--- src/design/tws_params.svh ---
// Timing and field constants of the two-wire master sequencer
`ifndef TWS_PARAMS_SVH
`define TWS_PARAMS_SVH

// ****************************************
// Bus clock divider
// ****************************************
`define TWS_RELOAD_ZERO_CODE 8'h00
`define TWS_RELOAD_ZERO      9'h100
`define TWS_HALF_LSBS        2'b00
`define TWS_HALF_ADD         11'h001
`define TWS_TMR_STEP         11'h001
`define TWS_TMR_ZERO         11'h000

// ****************************************
// Byte framing
// ****************************************
`define TWS_BIT_FIRST        4'h0
`define TWS_BIT_STEP         4'h1
`define TWS_LAST_DATA_BIT    4'h7
`define TWS_ACK_BIT          4'h8
`define TWS_DIR_BIT          0
`define TWS_ADDR_MSB         7
`define TWS_ADDR_LSB         1
`define TWS_BYTE_ZERO        8'h00

// ****************************************
// Condition sequencing phases
// ****************************************
`define TWS_PH_FIRST         2'h0
`define TWS_PH_SCL_UP        2'h1
`define TWS_PH_START         2'h2
`define TWS_PH_LAST          2'h3
`define TWS_PH_STOP_END      2'h2
`define TWS_PH_STEP          2'h1

`endif

--- src/design/tws_pkg.sv ---
// Types shared by the two-wire master sequencer
package tws_pkg;

	// ****************************************
	// Firmware control pulses
	// ****************************************
	typedef struct packed {
		logic start_set;
		logic start_clr;
		logic stop_set;
		logic start_sent_clr;
		logic byte_sent_clr;
		logic byte_received_clr;
		logic status_read;
	} tws_ctl_t;

	// ****************************************
	// Status seen by firmware
	// ****************************************
	typedef struct packed {
		logic start_request;
		logic stop_request;
		logic start_sent_flag;
		logic byte_sent_flag;
		logic byte_received_flag;
		logic arbitration_lost_flag;
		logic own_address_match;
		logic ack_status;
		logic transmit_direction;
		logic bus_busy;
	} tws_status_t;

	typedef struct packed {
		logic       valid;
		logic [7:0] data;
	} tws_rx_t;

	typedef enum logic [6:0] {
		ST_IDLE   = 7'h01,
		ST_START  = 7'h02,
		ST_WAIT   = 7'h04,
		ST_LO     = 7'h08,
		ST_HI     = 7'h10,
		ST_STOP   = 7'h20,
		ST_RSTART = 7'h40
	} tws_state_t;

endpackage

--- src/design/tws_master.sv ---
// Two-wire master sequencer: start, stop, bytes, acknowledge, arbitration
// What this block does
// - Any reset leaves the port idle in slave receive.
// - On start_request wait for a free bus, send start, flag it, direction 1.
// - First byte is address plus direction; it shifts out once written.
// - Set byte_sent_flag after address and acknowledge have passed.
// - Clearing byte_sent_flag in transmit loads the transmit buffer.
// - start_request after byte_sent_flag gives an immediate repeated start.
// - stop_request ends transmit and switches to receive direction.
// - After the stop, stop_request self-clears and direction stays 0.
// - A driven 1 read back as 0 loses arbitration at once.
// - After loss, clock the byte out, flag loss, buffer the winner's byte.
// - Loss in the address byte matching own address sets own_address_match.
// - Read address acknowledged: flag, record acknowledge, direction to 0.
// - Master receive waits until byte_sent_flag is cleared.
// - Acknowledge received bytes unless nack_select asks for a negative one.
// - Buffer each received byte and flag it as the acknowledge is driven.
// - Next received byte starts once the flag is clear.
// - After the last byte a stop ends the read, direction stays 0.
// - In receive, a pulled-low negative acknowledge loses arbitration; clocks stop.
// - The master makes every clock, start and stop.
// - Bus clock is held low while byte_sent_flag or byte_received_flag stays set, unless a stop or repeated start is requested.
// - Bit period is core clock times eight reload plus two; zero means 256.
// - Reading the first status register clears the loss and match flags.
`timescale 1ns/100ps
`include "tws_params.svh"

module tws_master import tws_pkg::*; (
	// Clock and reset
	input  wire logic        clk_sys,
	input  wire logic        reset_n,
	// Firmware control
	input  wire tws_ctl_t    ctl,
	input  wire logic        nack_select,
	input  wire logic [6:0]  own_address_register,
	input  wire logic [7:0]  clock_reload_value,
	input  wire logic        tx_write,
	input  wire logic [7:0]  tx_data,
	output tws_status_t      status,
	// Receive buffer
	output tws_rx_t          rx_out,
	input  wire logic        rx_ready,
	// Bus pins
	input  wire logic        serial_clock_line_in,
	output logic             serial_clock_line_out,
	output logic             serial_clock_line_oe,
	input  wire logic        serial_data_line_in,
	output logic             serial_data_line_out,
	output logic             serial_data_line_oe
);

	// ****************************************
	// Pin synchronisers
	// ****************************************
	logic [1:0]  sy1_q;
	logic [1:0]  sy2_q;
	logic [1:0]  sy3_q;
	logic [1:0]  filt_q;
	logic [1:0]  prev_q;

	// Bit 1 is the clock line, bit 0 the data line
	always_ff @(posedge clk_sys) begin
		if (!reset_n) begin
			sy1_q  <= 2'h3;
			sy2_q  <= 2'h3;
			sy3_q  <= 2'h3;
			filt_q <= 2'h3;
			prev_q <= 2'h3;
		end else begin
			sy1_q  <= {serial_clock_line_in, serial_data_line_in};
			sy2_q  <= sy1_q;
			sy3_q  <= sy2_q;
			prev_q <= filt_q;
			if (sy2_q == sy3_q) begin
				filt_q <= sy3_q;
			end
		end
	end

	wire scl_f     = filt_q[1];
	wire sda_f     = filt_q[0];
	wire start_det = scl_f && prev_q[1] && prev_q[0] && !sda_f;
	wire stop_det  = scl_f && prev_q[1] && !prev_q[0] && sda_f;

	// ****************************************
	// State and registers
	// ****************************************
	tws_state_t  state_q;
	tws_state_t  state_d;
	logic [1:0]  ph_q;
	logic [1:0]  ph_d;
	logic [10:0] tmr_q;
	logic [3:0]  bit_q;
	logic [7:0]  shift_q;
	logic [7:0]  txbuf_q;
	logic        tx_pend_q;
	logic        tx_go_q;
	logic        addr_ph_q;
	logic        cur_addr_q;
	logic        rx_mode_q;
	logic        lost_q;
	logic        nak_q;
	logic        start_req_q;
	logic        stop_req_q;
	logic        start_sent_q;
	logic        byte_sent_q;
	logic        byte_rcvd_q;
	logic        arb_lost_q;
	logic        own_match_q;
	logic        ack_q;
	logic        xdir_q;
	logic        busy_q;
	logic        scl_oe_q;
	logic        sda_oe_q;
	logic        pin_out_q;
	tws_rx_t     out_q;
	tws_rx_t     sk_q;

	// ****************************************
	// Bus clock timing
	// ****************************************
	wire [8:0]  reload_eff = (clock_reload_value == `TWS_RELOAD_ZERO_CODE) ?
	                         `TWS_RELOAD_ZERO : {1'b0, clock_reload_value};
	wire [10:0] half_w     = {reload_eff, `TWS_HALF_LSBS} + `TWS_HALF_ADD;
	wire [10:0] tmr_inc    = tmr_q + `TWS_TMR_STEP;
	wire        tmr_done   = (tmr_inc == half_w);
	// A released clock line that is still low is a stretching slave: wait
	wire        tmr_run    = scl_oe_q || scl_f;

	// ****************************************
	// Events and decisions
	// ****************************************
	wire is_ack    = (bit_q == `TWS_ACK_BIT);
	wire is_last   = (bit_q == `TWS_LAST_DATA_BIT);
	wire in_wait   = (state_q == ST_WAIT);
	wire hi_end    = (state_q == ST_HI) && tmr_done;
	wire line_low  = (state_q == ST_HI) && scl_f && !sda_oe_q && !sda_f;
	wire ev_arb    = line_low && !rx_mode_q && !lost_q && !is_ack;
	wire ev_nlost  = line_low && rx_mode_q && is_ack;
	wire ev_txbyte = hi_end && is_ack && !rx_mode_q && !lost_q;
	wire ev_rxbyte = hi_end && is_last && rx_mode_q;
	wire ev_lost   = hi_end && is_last && lost_q;
	wire seq_done  = tmr_done && (ph_q == `TWS_PH_LAST) &&
	                 ((state_q == ST_START) || (state_q == ST_RSTART));
	wire stop_done = tmr_done && (ph_q == `TWS_PH_STOP_END) && (state_q == ST_STOP);
	wire [7:0] shift_next = {shift_q[6:0], sda_f};
	wire addr_dir  = cur_addr_q && shift_q[`TWS_DIR_BIT];
	wire own_hit   = (shift_next[`TWS_ADDR_MSB:`TWS_ADDR_LSB] == own_address_register);

	wire go_start  = start_req_q && !stop_req_q && !busy_q;
	// A repeated start needs a finished byte since the last start, or it would repeat at once
	wire go_rs     = start_req_q && byte_sent_q && !addr_ph_q;
	wire go_addr   = addr_ph_q && tx_pend_q && !byte_sent_q;
	wire go_data   = xdir_q && tx_go_q;
	wire go_recv   = rx_mode_q && !byte_sent_q && !byte_rcvd_q && !sk_q.valid;
	wire go_byte   = go_addr || go_data || go_recv;
	wire load_tx   = in_wait && !stop_req_q && !go_rs && (go_addr || go_data);
	wire rx_push   = (ev_rxbyte || ev_lost) && !sk_q.valid;

	// ****************************************
	// Line drive
	// ****************************************
	wire is_seq    = (state_q == ST_START) || (state_q == ST_RSTART);
	// Acknowledge choice is frozen as the byte completes, so a late nack_select hits the next byte
	wire drive_w   = !lost_q && (rx_mode_q ? (is_ack && !nak_q) :
	                 (!is_ack && !shift_q[7]));
	wire scl_oe_d  = in_wait || (state_q == ST_LO) ||
	                 (is_seq && ((ph_q == `TWS_PH_FIRST) || (ph_q == `TWS_PH_LAST))) ||
	                 ((state_q == ST_STOP) && (ph_q == `TWS_PH_FIRST));
	wire sda_oe_d  = (state_q == ST_LO) ? drive_w :
	                 is_seq ? (ph_q >= `TWS_PH_START) :
	                 (state_q == ST_STOP) ? (ph_q <= `TWS_PH_SCL_UP) :
	                 (in_wait || (state_q == ST_HI)) ? sda_oe_q : 1'b0;

	// ****************************************
	// Sequencer
	// ****************************************
	always_comb begin
		state_d = state_q;
		ph_d    = ph_q;
		case (state_q)
			ST_IDLE: begin
				if (go_start) begin
					state_d = ST_START;
					ph_d    = `TWS_PH_START;
				end
			end
			ST_START, ST_RSTART: begin
				if (tmr_done) begin
					if (ph_q == `TWS_PH_LAST) begin
						state_d = ST_WAIT;
					end else begin
						ph_d = ph_q + `TWS_PH_STEP;
					end
				end
			end
			ST_STOP: begin
				if (tmr_done) begin
					if (ph_q == `TWS_PH_STOP_END) begin
						state_d = ST_IDLE;
					end else begin
						ph_d = ph_q + `TWS_PH_STEP;
					end
				end
			end
			ST_WAIT: begin
				// Stop before start when both are asked for
				if (stop_req_q) begin
					state_d = ST_STOP;
					ph_d    = `TWS_PH_FIRST;
				end else if (go_rs) begin
					state_d = ST_RSTART;
					ph_d    = `TWS_PH_FIRST;
				end else if (go_byte) begin
					state_d = ST_LO;
				end
			end
			ST_LO: begin
				if (tmr_done) begin
					state_d = ST_HI;
				end
			end
			ST_HI: begin
				if (ev_nlost || ev_lost) begin
					state_d = ST_IDLE;
				end else if (tmr_done) begin
					state_d = is_ack ? ST_WAIT : ST_LO;
				end
			end
			default: begin
				state_d = ST_IDLE;
			end
		endcase
	end

	always_ff @(posedge clk_sys) begin
		if (!reset_n) begin
			state_q <= ST_IDLE;
			ph_q    <= `TWS_PH_FIRST;
			tmr_q   <= `TWS_TMR_ZERO;
		end else begin
			state_q <= state_d;
			ph_q    <= ph_d;
			if ((state_d != state_q) || (ph_d != ph_q) || !tmr_run) begin
				tmr_q <= (state_d != state_q) || (ph_d != ph_q) ? `TWS_TMR_ZERO : tmr_q;
			end else begin
				tmr_q <= tmr_inc;
			end
		end
	end

	// ****************************************
	// Byte path
	// ****************************************
	always_ff @(posedge clk_sys) begin
		if (!reset_n) begin
			bit_q   <= `TWS_BIT_FIRST;
			shift_q <= `TWS_BYTE_ZERO;
			txbuf_q <= `TWS_BYTE_ZERO;
		end else begin
			bit_q <= in_wait ? `TWS_BIT_FIRST : hi_end ? bit_q + `TWS_BIT_STEP : bit_q;
			if (load_tx) begin
				shift_q <= txbuf_q;
			end else if (hi_end && !is_ack) begin
				shift_q <= shift_next;
			end
			if (tx_write) begin
				txbuf_q <= tx_data;
			end
		end
	end

	// ****************************************
	// Transfer control
	// ****************************************
	always_ff @(posedge clk_sys) begin
		if (!reset_n) begin
			tx_pend_q  <= 1'b0;
			tx_go_q    <= 1'b0;
			addr_ph_q  <= 1'b0;
			cur_addr_q <= 1'b0;
			rx_mode_q  <= 1'b0;
			lost_q     <= 1'b0;
			xdir_q     <= 1'b0;
			busy_q     <= 1'b0;
			ack_q      <= 1'b0;
			nak_q      <= 1'b0;
		end else begin
			tx_pend_q  <= tx_write || (tx_pend_q && !load_tx);
			tx_go_q    <= (ctl.byte_sent_clr && byte_sent_q && xdir_q) ||
			              (tx_go_q && !load_tx && !stop_req_q);
			addr_ph_q  <= seq_done || (addr_ph_q && !(load_tx && go_addr));
			cur_addr_q <= load_tx ? go_addr : cur_addr_q;
			rx_mode_q  <= (ev_txbyte && addr_dir) ||
			              (rx_mode_q && !seq_done && (state_d != ST_IDLE));
			lost_q     <= ev_arb || (lost_q && !ev_lost);
			busy_q     <= start_det || (busy_q && !stop_det);
			if (ev_txbyte) begin
				ack_q <= !sda_f;
			end
			if (ev_rxbyte) begin
				nak_q <= nack_select;
			end
			if (seq_done) begin
				xdir_q <= 1'b1;
			end else if (ctl.stop_set || stop_done || ev_arb || ev_nlost ||
			             (ev_txbyte && addr_dir)) begin
				xdir_q <= 1'b0;
			end
		end
	end

	// ****************************************
	// Status flags: a set beats a clear
	// ****************************************
	always_ff @(posedge clk_sys) begin
		if (!reset_n) begin
			start_req_q  <= 1'b0;
			stop_req_q   <= 1'b0;
			start_sent_q <= 1'b0;
			byte_sent_q  <= 1'b0;
			byte_rcvd_q  <= 1'b0;
			arb_lost_q   <= 1'b0;
			own_match_q  <= 1'b0;
		end else begin
			start_req_q  <= ctl.start_set || (start_req_q && !ctl.start_clr);
			stop_req_q   <= ctl.stop_set || (stop_req_q && !stop_done);
			start_sent_q <= seq_done || (start_sent_q && !ctl.start_sent_clr);
			byte_sent_q  <= ev_txbyte || (byte_sent_q && !ctl.byte_sent_clr);
			byte_rcvd_q  <= ev_rxbyte || (byte_rcvd_q && !ctl.byte_received_clr);
			arb_lost_q   <= ev_lost || ev_nlost ||
			                (arb_lost_q && !ctl.status_read);
			own_match_q  <= (ev_lost && cur_addr_q && own_hit) ||
			                (own_match_q && !ctl.status_read);
		end
	end

	// ****************************************
	// Two-entry receive buffer
	// ****************************************
	// A byte won by another master cannot be paused, so it is dropped if full
	wire rx_pop = rx_ready && out_q.valid;

	always_ff @(posedge clk_sys) begin
		if (!reset_n) begin
			out_q <= '0;
			sk_q  <= '0;
		end else if (!out_q.valid || rx_pop) begin
			out_q <= sk_q.valid ? sk_q : '{valid: rx_push, data: shift_next};
			sk_q  <= sk_q.valid ? '{valid: rx_push, data: shift_next} : '0;
		end else if (rx_push) begin
			sk_q  <= '{valid: 1'b1, data: shift_next};
		end
	end

	// ****************************************
	// Pin registers
	// ****************************************
	always_ff @(posedge clk_sys) begin
		if (!reset_n) begin
			scl_oe_q  <= 1'b0;
			sda_oe_q  <= 1'b0;
			pin_out_q <= 1'b0;
		end else begin
			scl_oe_q  <= scl_oe_d;
			sda_oe_q  <= sda_oe_d;
			pin_out_q <= 1'b0;
		end
	end

	assign serial_clock_line_oe  = scl_oe_q;
	assign serial_data_line_oe   = sda_oe_q;
	assign serial_clock_line_out = pin_out_q;
	assign serial_data_line_out  = pin_out_q;
	assign rx_out                = out_q;
	assign status = '{start_request: start_req_q, stop_request: stop_req_q,
	                  start_sent_flag: start_sent_q, byte_sent_flag: byte_sent_q,
	                  byte_received_flag: byte_rcvd_q, arbitration_lost_flag: arb_lost_q,
	                  own_address_match: own_match_q, ack_status: ack_q,
	                  transmit_direction: xdir_q, bus_busy: busy_q};

	// ****************************************
	// Checks
	// ****************************************
	a_reset_idle: assert property (@(posedge clk_sys)
		!reset_n |=> (state_q == ST_IDLE) && !xdir_q)
		else $error("reset did not leave port idle");
	a_start_flags: assert property (@(posedge clk_sys) disable iff (!reset_n)
		seq_done |=> start_sent_q && xdir_q && (state_q == ST_WAIT))
		else $error("start sent without flag or direction");
	a_hold_clock: assert property (@(posedge clk_sys) disable iff (!reset_n)
		in_wait && byte_sent_q && $past(in_wait) |-> serial_clock_line_oe)
		else $error("clock released while byte flag set");
	a_ack_flag: assert property (@(posedge clk_sys) disable iff (!reset_n)
		ev_txbyte |=> byte_sent_q && (ack_q == $past(!sda_f)))
		else $error("byte flag or acknowledge not recorded");
	a_stop_clear: assert property (@(posedge clk_sys) disable iff (!reset_n)
		stop_done && !ctl.stop_set |=> !stop_req_q && !xdir_q ##1 (state_q != ST_STOP))
		else $error("stop request not cleared after stop");
	a_lost_release: assert property (@(posedge clk_sys) disable iff (!reset_n)
		lost_q && (state_q == ST_LO) && $past(state_q == ST_LO) |=> !serial_data_line_oe)
		else $error("data still driven after arbitration loss");
	a_nack_lost: assert property (@(posedge clk_sys) disable iff (!reset_n)
		ev_nlost |=> arb_lost_q && (state_q == ST_IDLE) ##1 !serial_clock_line_oe)
		else $error("clocks continue after receive arbitration loss");
	a_rx_flag: assert property (@(posedge clk_sys) disable iff (!reset_n)
		ev_rxbyte |=> byte_rcvd_q && (state_q == ST_LO))
		else $error("received byte not flagged at acknowledge");
	a_read_clear: assert property (@(posedge clk_sys) disable iff (!reset_n)
		ctl.status_read && !ev_lost && !ev_nlost |=> !arb_lost_q && !own_match_q)
		else $error("status read did not clear loss flags");

endmodule

--- config.mk ---
export PLATFORM = sky130hd
export DESIGN_NAME = tws_master
export DESIGN_NICKNAME = d
export VERILOG_FILES = /design/src/design/tws_pkg.sv /design/src/design/tws_master.sv
export VERILOG_INCLUDE_DIRS = /design/src /design/src/design
export SDC_FILE = /design/constraint.sdc
export NUM_CORES = 1
export LEC_CHECK = 0
export ABC_AREA = 1
export BUFFER_PORTS_ARGS = -buffer_cell sky130_fd_sc_hd__buf_2
export CAP_MARGIN = 20
export CORE_MARGIN = 3
export CORE_UTILIZATION = 55
export CTS_CLUSTER_SIZE = 14
export DETAILED_ROUTE_END_ITERATION = 12
export PLACE_DENSITY = 0.76
export REMOVE_ABC_BUFFERS = 1
export SYNTH_ARGS = -nofsm -noshare
export SYNTH_HDL_FRONTEND = slang
export SYNTH_SLANG_ARGS = --single-unit
--- constraint.sdc ---
create_clock -name clk_sys -period 4.1 [get_ports clk_sys]
set_input_delay 0.82 -clock clk_sys [delete_from_list [all_inputs] [get_ports clk_sys]]
set_output_delay 0.82 -clock clk_sys [all_outputs]
set_load 0.02 [all_outputs]
==> impl_metrics.env, run 1 <==
export IMPL_dp_hpwl_um=9280
export IMPL_wl_per_cell_um=14.71
export IMPL_final_setup_viol_count=0
export IMPL_clock_fmax_mhz=319.5
export IMPL_ys_ff_latch=87
export IMPL_clkLatencyLatePin_ns=0.36
export IMPL_die_w_um=100.5
export IMPL_ioPinCount=60
export IMPL_placedInstanceArea_um2=5145
export IMPL_first_global_vias=4414
export IMPL_period_minus_slack_ns=3.130
export IMPL_ir_drop_v=0.0002383
export IMPL_outcome="finished, final reports clean"
export IMPL_maxSlewViolCount=0
export IMPL_cts_resized=0
export IMPL_worst_ep_required_time_ns=4.39
export IMPL_syn_avg_cell_area_um2=6.987
export IMPL_tightest_slew_ns=0.9146
export IMPL_rows=33
export IMPL_synthesis_instances=703
export IMPL_grt_pass1_wl_um=21130
export IMPL_rr_startpoint="tmr_q[1]"
export IMPL_synth_ff_type="dfxtp_1"
export IMPL_initial_core_util_pct=58.32
export IMPL_hp_class="flip-flop to flip-flop"
export IMPL_grt_max_degree=40
export IMPL_seq_area_frac_synth_pct=35.46
export IMPL_grt_setup_unrepaired="no"
export IMPL_relSlewSlack_pct=38.80
export IMPL_yosysTopAreaCell="dfxtp_1"
export IMPL_hold_violations=0
export IMPL_design_area_um2=5390
export IMPL_maxCapViolations=0
export IMPL_crit_type="flip-flop to flip-flop"
export IMPL_path_max_fanout=22
export IMPL_portBuffers=57
export IMPL_tritoncts="built"
export IMPL_antenna_found_initial=0
export IMPL_max_stage_delay_ns=0.45
export IMPL_overflow=0
export IMPL_netlist_area_leader_share_pct=35.46
export IMPL_fin_setup_tns_ns=0
export IMPL_r2r_slack_ns=0.97
export IMPL_finalCritPeriodShare_pct=76.34
export IMPL_critPathArrivalTime_ns=3.42
export IMPL_final_util_pct=63.99
export IMPL_critPathLaunch="tmr_q[1]"
export IMPL_postRouteAntennaNets=0
export IMPL_drive_above_1_share_pct=15.70
export IMPL_synthTopCellsByArea="dfxtp_1 35%, nand2_1 9.9%, nand3_1 6.4%"
export IMPL_p_per_area_nw_per_um2=344.1
export IMPL_die_h_um=100.5
export IMPL_cts_setup_buffers=0
export IMPL_worstSetupEndpointType="flip-flop"
export IMPL_cts_buffer_depth=2
export IMPL_hp_start="sy1_q[1]"
export IMPL_place_gp_congestion=0.9456
export IMPL_avgViaCountPerCell=5.691
export IMPL_cts_root_buf="clkbuf_8"
export IMPL_fin_total_pwr_mw=1.855
export IMPL_clock_sinks=87
export IMPL_synth_cell_types=51
export IMPL_core_area_um2=8423
export IMPL_cp_start_kind="flip-flop"
export IMPL_worst_path_most_repeated_cell="nand3_1"
export IMPL_yosysWarnings=0
export IMPL_firstDrtPassIters=6
export IMPL_initialDrtViolationCount=337
export IMPL_htree_levels=3
export IMPL_clock_skew_ns=0.01297
export IMPL_diodes=0
export IMPL_cts_clk_slew_worst_paths_ns=0.09
export IMPL_slowest_stage="dfxtp_1"
export IMPL_async_flop_share_pct=0
export IMPL_synth_edf_count=0
export IMPL_path_cells="ha_1 > nand2_4 > nor2_1 > nand3_1 > nand3_2 > nand2_1 > nor2_1 > nand3_2 > nor2_4 > nand2_1 > nand3_1 > nand3_1 > nand3_1 > o21ai_1 > nor2_4 > nand4_1 > a21oi_1"
export IMPL_detail_route_wirelength_um=12500
export IMPL_mappedNetlistArea_um2=4912
export IMPL_track_usage_pct=25.75
export IMPL_power_leakage_nw=2.324
export IMPL_route_detailed_drc=0
export IMPL_vias=4837
export IMPL_fp_dieArea_um2=10100
export IMPL_num_nets_final=787
export IMPL_areaGrowthSynthToFinish_pct=9.730
export IMPL_hold_buffers=0
export IMPL_cts_made_buffers=9
per-stage QoR:
stage,worst slack [ns],hold WS (ns),std cells
global placement,0.9690,0.4005,834
detailed placement,0.9410,0.4022,834
CTS,1.031,0.4259,849
finish,0.9701,0.4226,850
floorplan,1.514,0.3925,671
global route,0.6532,0.4394,850
placed cells by master (no fill, tap or decap), types with 10 or more instances in the layout:
cell	netlist	final
a21oi_1	50	50
buf_2	3	57
dfxtp_1	87	87
inv_1	80	80
nand2_1	129	129
nand3_1	63	63
nand4_1	33	33
nor2_1	69	69
nor2_4	10	10
nor3_1	11	11
o21ai_0	33	33
cells in the mapped netlist, types with 3 or more instances:
cell type and number:
nand4_1 33, nand3_2 9, inv_1 80, a311oi_1 7, a21oi_1 50, ha_1 9
a31oi_1 6, nand3_1 63, clkinv_1 3, nand2_1 129, o21bai_1 3, o21a_1 4
clkbuf_1 12, nor2_4 10, nor4_1 6, dfxtp_1 87, nor3_1 11, buf_2 3
xor2_1 4, inv_2 5, o21ai_1 9, or2_2 7, buf_4 16, nor2_1 69
nand4_2 3, o21ai_0 33
power by group:
| part | leakage [nW] | switching (mW) | internal, mW |
|---|---|---|---|
| clock | 0.106 | 0.327 | 0.344 |
| combinational | 1.51 | 0.204 | 0.0884 |
| sequential | 0.707 | 0.0225 | 0.869 |
| total | 2.32 | 0.553 | 1.30 |
worst paths after layout:
kind,cells past startpoint,to
min,1,sy2_q[1]
max,17,tmr_q[2]
max reg2reg,17,tmr_q[2]
min reg2reg,1,sy2_q[1]
critical path, delay by kind of cell (launching register included):
family | cells | cell delay [ns]
compound gates | 2 | 0.27
fa+ha+maj | 1 | 0.30
flops | 1 | 0.45
simple gates | 14 | 2.03
flip-flops by register name, summed over array words and instances, names as in the netlist, 2 cells and up:
register  flops
txbuf_q       8
bit_q         4
sy2_q         2
filt_q        2
ph_q          2
shift_q       8
rx_out        9
tmr_q        11
sy1_q         2
sk_q          9
prev_q        2
sy3_q         2
state_q       7
cell families after synthesis:
group	share of synthesized area [%]
simple gates	34.97
compound gates	15.61
buf+inv	10.70
flops	35.46
fa+ha+maj	2.292
xor+xnor	0.8915
other cells	0.07634
routing by layer:
layer | wire [um] | share of wire (%) | track usage (%)
met1 | 5719 | 46 | 37.30
met3 | 889 | 7.1 | 3.114
met2 | 5696 | 46 | 40.32
met4 | 197 | 1.6 | 7.668
met5 | 0 | 0 | 0
final cells by class:
| type | instances | area, um2 |
|---|---|---|
| Multi-Input combinational cell | 496 | 2649 |
| Clock inverter | 6 | 93.84 |
| Sequential cell | 87 | 1742 |
| Tap cell | 105 | 131.4 |
| Clock buffer | 9 | 123.9 |
| Fill cell | 806 | 3033 |
| Inverter | 88 | 330.3 |
| Timing Repair Buffer | 59 | 320.3 |
(Power assumes the default switching activity.)
==> run 2, diff against run 1 <==
CORE_UTILIZATION = 53   (was 55)
PLACE_DENSITY = 0.77   (was 0.76)
clock period = 2.5 ns   (was 4.1 ns; I/O delays follow)
==> run 2 against run 1 <==
  * The run now ends with setup timing left
  * Register-to-register slack got worse by 1.2 ns
  * Sequential share of layout area decreased by 4.1 points
  * Clock skew grew 0.0012 ns
  * Design area increased by 15%
  * Core utilization up 6.1 points
  * Via count up 8.8%
  * Clock power rose by 44%
  * Hold slack worse by 0.11 ns
  * Largest cell class unchanged
  * Non-clock buffer count increased by 71
  * Worst setup slack got worse by 1.2 ns
  * Critical path depth increased by 1
==> impl_metrics.env, run 2 (synthesized netlist as in run 1, its figures left out) <==
export IMPL_internal_power_mw=2.068
export IMPL_ir_drop_v=0.0003767
export IMPL_overflow=0
export IMPL_initial_core_util_pct=55.51
export IMPL_hold_buffers=0
export IMPL_top_register="tmr_q"
export IMPL_worstSetupEndpointType="flip-flop"
export IMPL_r2r_slack_ns=-0.19
export IMPL_cts_made_buffers=9
export IMPL_drive_above_1_share_pct=28.76
export IMPL_die_h_um=102.3
export IMPL_areaGrowthSynthToFinish_pct=26.29
export IMPL_final_common_cell="nand2_1"
export IMPL_die_w_um=102.3
export IMPL_diodes=0
export IMPL_largest_reg_flops=11
export IMPL_crit_type="flip-flop to flip-flop"
export IMPL_worstHoldPathCells=2
export IMPL_tightest_slew_ns=0.8367
export IMPL_clock_sinks=87
export IMPL_core_area_um2=8848
export IMPL_timing_hold_ws_ns=0.3163
export IMPL_worst_ep_required_time_ns=2.79
export IMPL_critPathArrivalTime_ns=2.98
export IMPL_grt_max_degree=26
export IMPL_critPathLaunch="tmr_q[0]"
export IMPL_rows=34
export IMPL_placedInstanceArea_um2=5629
export IMPL_clock_skew_ns=0.01421
export IMPL_r2r_end="tmr_q[1]"
export IMPL_clockPowerShare_pct=31.8
export IMPL_finalCritPeriodShare_pct=107.8
export IMPL_initialDrtViolationCount=330
export IMPL_cts_buffer_depth=2
export IMPL_ioPinCount=60
export IMPL_num_nets_final=858
export IMPL_period_minus_slack_ns=2.694
export IMPL_tritoncts="built"
export IMPL_first_global_vias=4741
export IMPL_vias=5264
export IMPL_portBuffers=57
export IMPL_whs_endpoint="sy1_q[0]"
export IMPL_fin_setup_tns_ns=-2.449
export IMPL_combinationalPowerShare_pct=20.2
export IMPL_place_gp_congestion=1.062
export IMPL_avgViaCountPerCell=5.691
export IMPL_postRouteAntennaNets=0
export IMPL_cp_start_kind="flip-flop"
export IMPL_maxSlewViolCount=0
export IMPL_seqPwrFrac_pct=48.0
export IMPL_hp_start="serial_data_line_in"
export IMPL_relSlewSlack_pct=43.49
export IMPL_outcome="finished, violations left"
export IMPL_cts_clk_slew_worst_paths_ns=0.10
export IMPL_dp_hpwl_um=9908
export IMPL_final_util_pct=70.11
export IMPL_layout_common_cells="119 x nand2_1, 81 x dfxtp_1, 79 x inv_1, 62 x buf_4, 59 x nor2_1"
export IMPL_violations="setup timing"
export IMPL_fp_dieArea_um2=10460
export IMPL_detail_route_wirelength_um=14040
export IMPL_swShare_pct=32.00
export IMPL_rr_startpoint="tmr_q[0]"
export IMPL_antenna_found_initial=0
export IMPL_setup_slack_ns=-0.1940
export IMPL_path_max_fanout=22
export IMPL_grt_setup_unrepaired="yes"
export IMPL_grt_pass1_wl_um=21440
export IMPL_final_setup_viol_count=22
export IMPL_hold_violations=0
export IMPL_maxCapViolations=0
export IMPL_firstDrtPassIters=5
export IMPL_worst_r2r_path_depth=18
export IMPL_clkLatencyLatePin_ns=0.37
export IMPL_p_per_area_nw_per_um2=490.1
export IMPL_design_area_um2=6203
export IMPL_pre_cts_slack_ns=-0.2726
export IMPL_htree_levels=3
export IMPL_wl_per_cell_um=15.18
export IMPL_hp_class="primary input to flip-flop"
export IMPL_cts_root_buf="clkbuf_8"
export IMPL_p_sw_uw=973.0
export IMPL_power_leakage_nw=2.719
export IMPL_clock_fmax_mhz=371.2
export IMPL_track_usage_pct=25.60
export IMPL_route_detailed_drc=0
==> run 2: worst max path at each step <==
stage	end	slack, ns	cells after the start
2_1_floorplan	tmr_q[0]	-0.04	17
3_3_place_gp	ack_q	-0.18	15
3_5_place_dp	ack_q	-0.27	15
4_1_cts	tmr_q[8]	-0.18	18
5_1_grt	tmr_q[9]	-0.39	18
6_report	tmr_q[1]	-0.19	18
==> run 2: repair_timing <==
item	4_1_cts	5_1_grt
pin swaps	3	13
endpoints found under the setup margin	24	37
buffers inserted	3	9
cloned	0	1
resized for setup	10	59
==> run 2: final cells by class <==
class                   instances  area (um2)
inverters                      88       330.3
flip-flops and latches         87        1752
clock inverters                 6       51.30
fillers                       740        2645
well taps                     108       135.1
clock buffers                  10       137.6
multi-input cells             496        2883
repair buffers                130       914.6
==> run 2: worst max-delay path, cell delays in order, from the launching register on <==
cell and delay, ns:
dfxtp_2 0.36, buf_4 0.15, nand4_1 0.20, nand2_2 0.15, nand2_1 0.06, nand2_1 0.09
nand2_1 0.07, nor2_1 0.12, nand3_2 0.09, nor2_4 0.21, nand4_4 0.13, nand4_1 0.17
nand3_1 0.09, nand2_1 0.08, nand3_2 0.11, nor2_4 0.11, buf_12 0.16, nand4_1 0.09
a21oi_1 0.17
==> run 2: stage by stage <==
step / std cells / power [mW]
after global routing: 925 / 3.168
after CTS: 915 / 3.015
after floorplan: 671 / 1.811
after global placement: 896 / 2.043
final: 925 / 3.041
after detailed placement: 896 / 2.061
==> run 2: per-layer routing <==
metal,share of wire [%],vias to the layer above,global-route usage (%)
met2,49,213,42.43
met5,0,-,0
met1,43,2439,33.78
met3,6.5,33,3.481
li1,-,2579,-
met4,2.2,0,10.09
==> run 2: power groups by stage <==
stage	Clock [mW]	Combinational (mW)	Sequential, mW
after global placement	0	0.558	1.49
after floorplan	0	0.323	1.49
after global routing	1.03	0.672	1.46
final	0.967	0.616	1.46
after CTS	0.983	0.578	1.45
after detailed placement	0	0.575	1.49
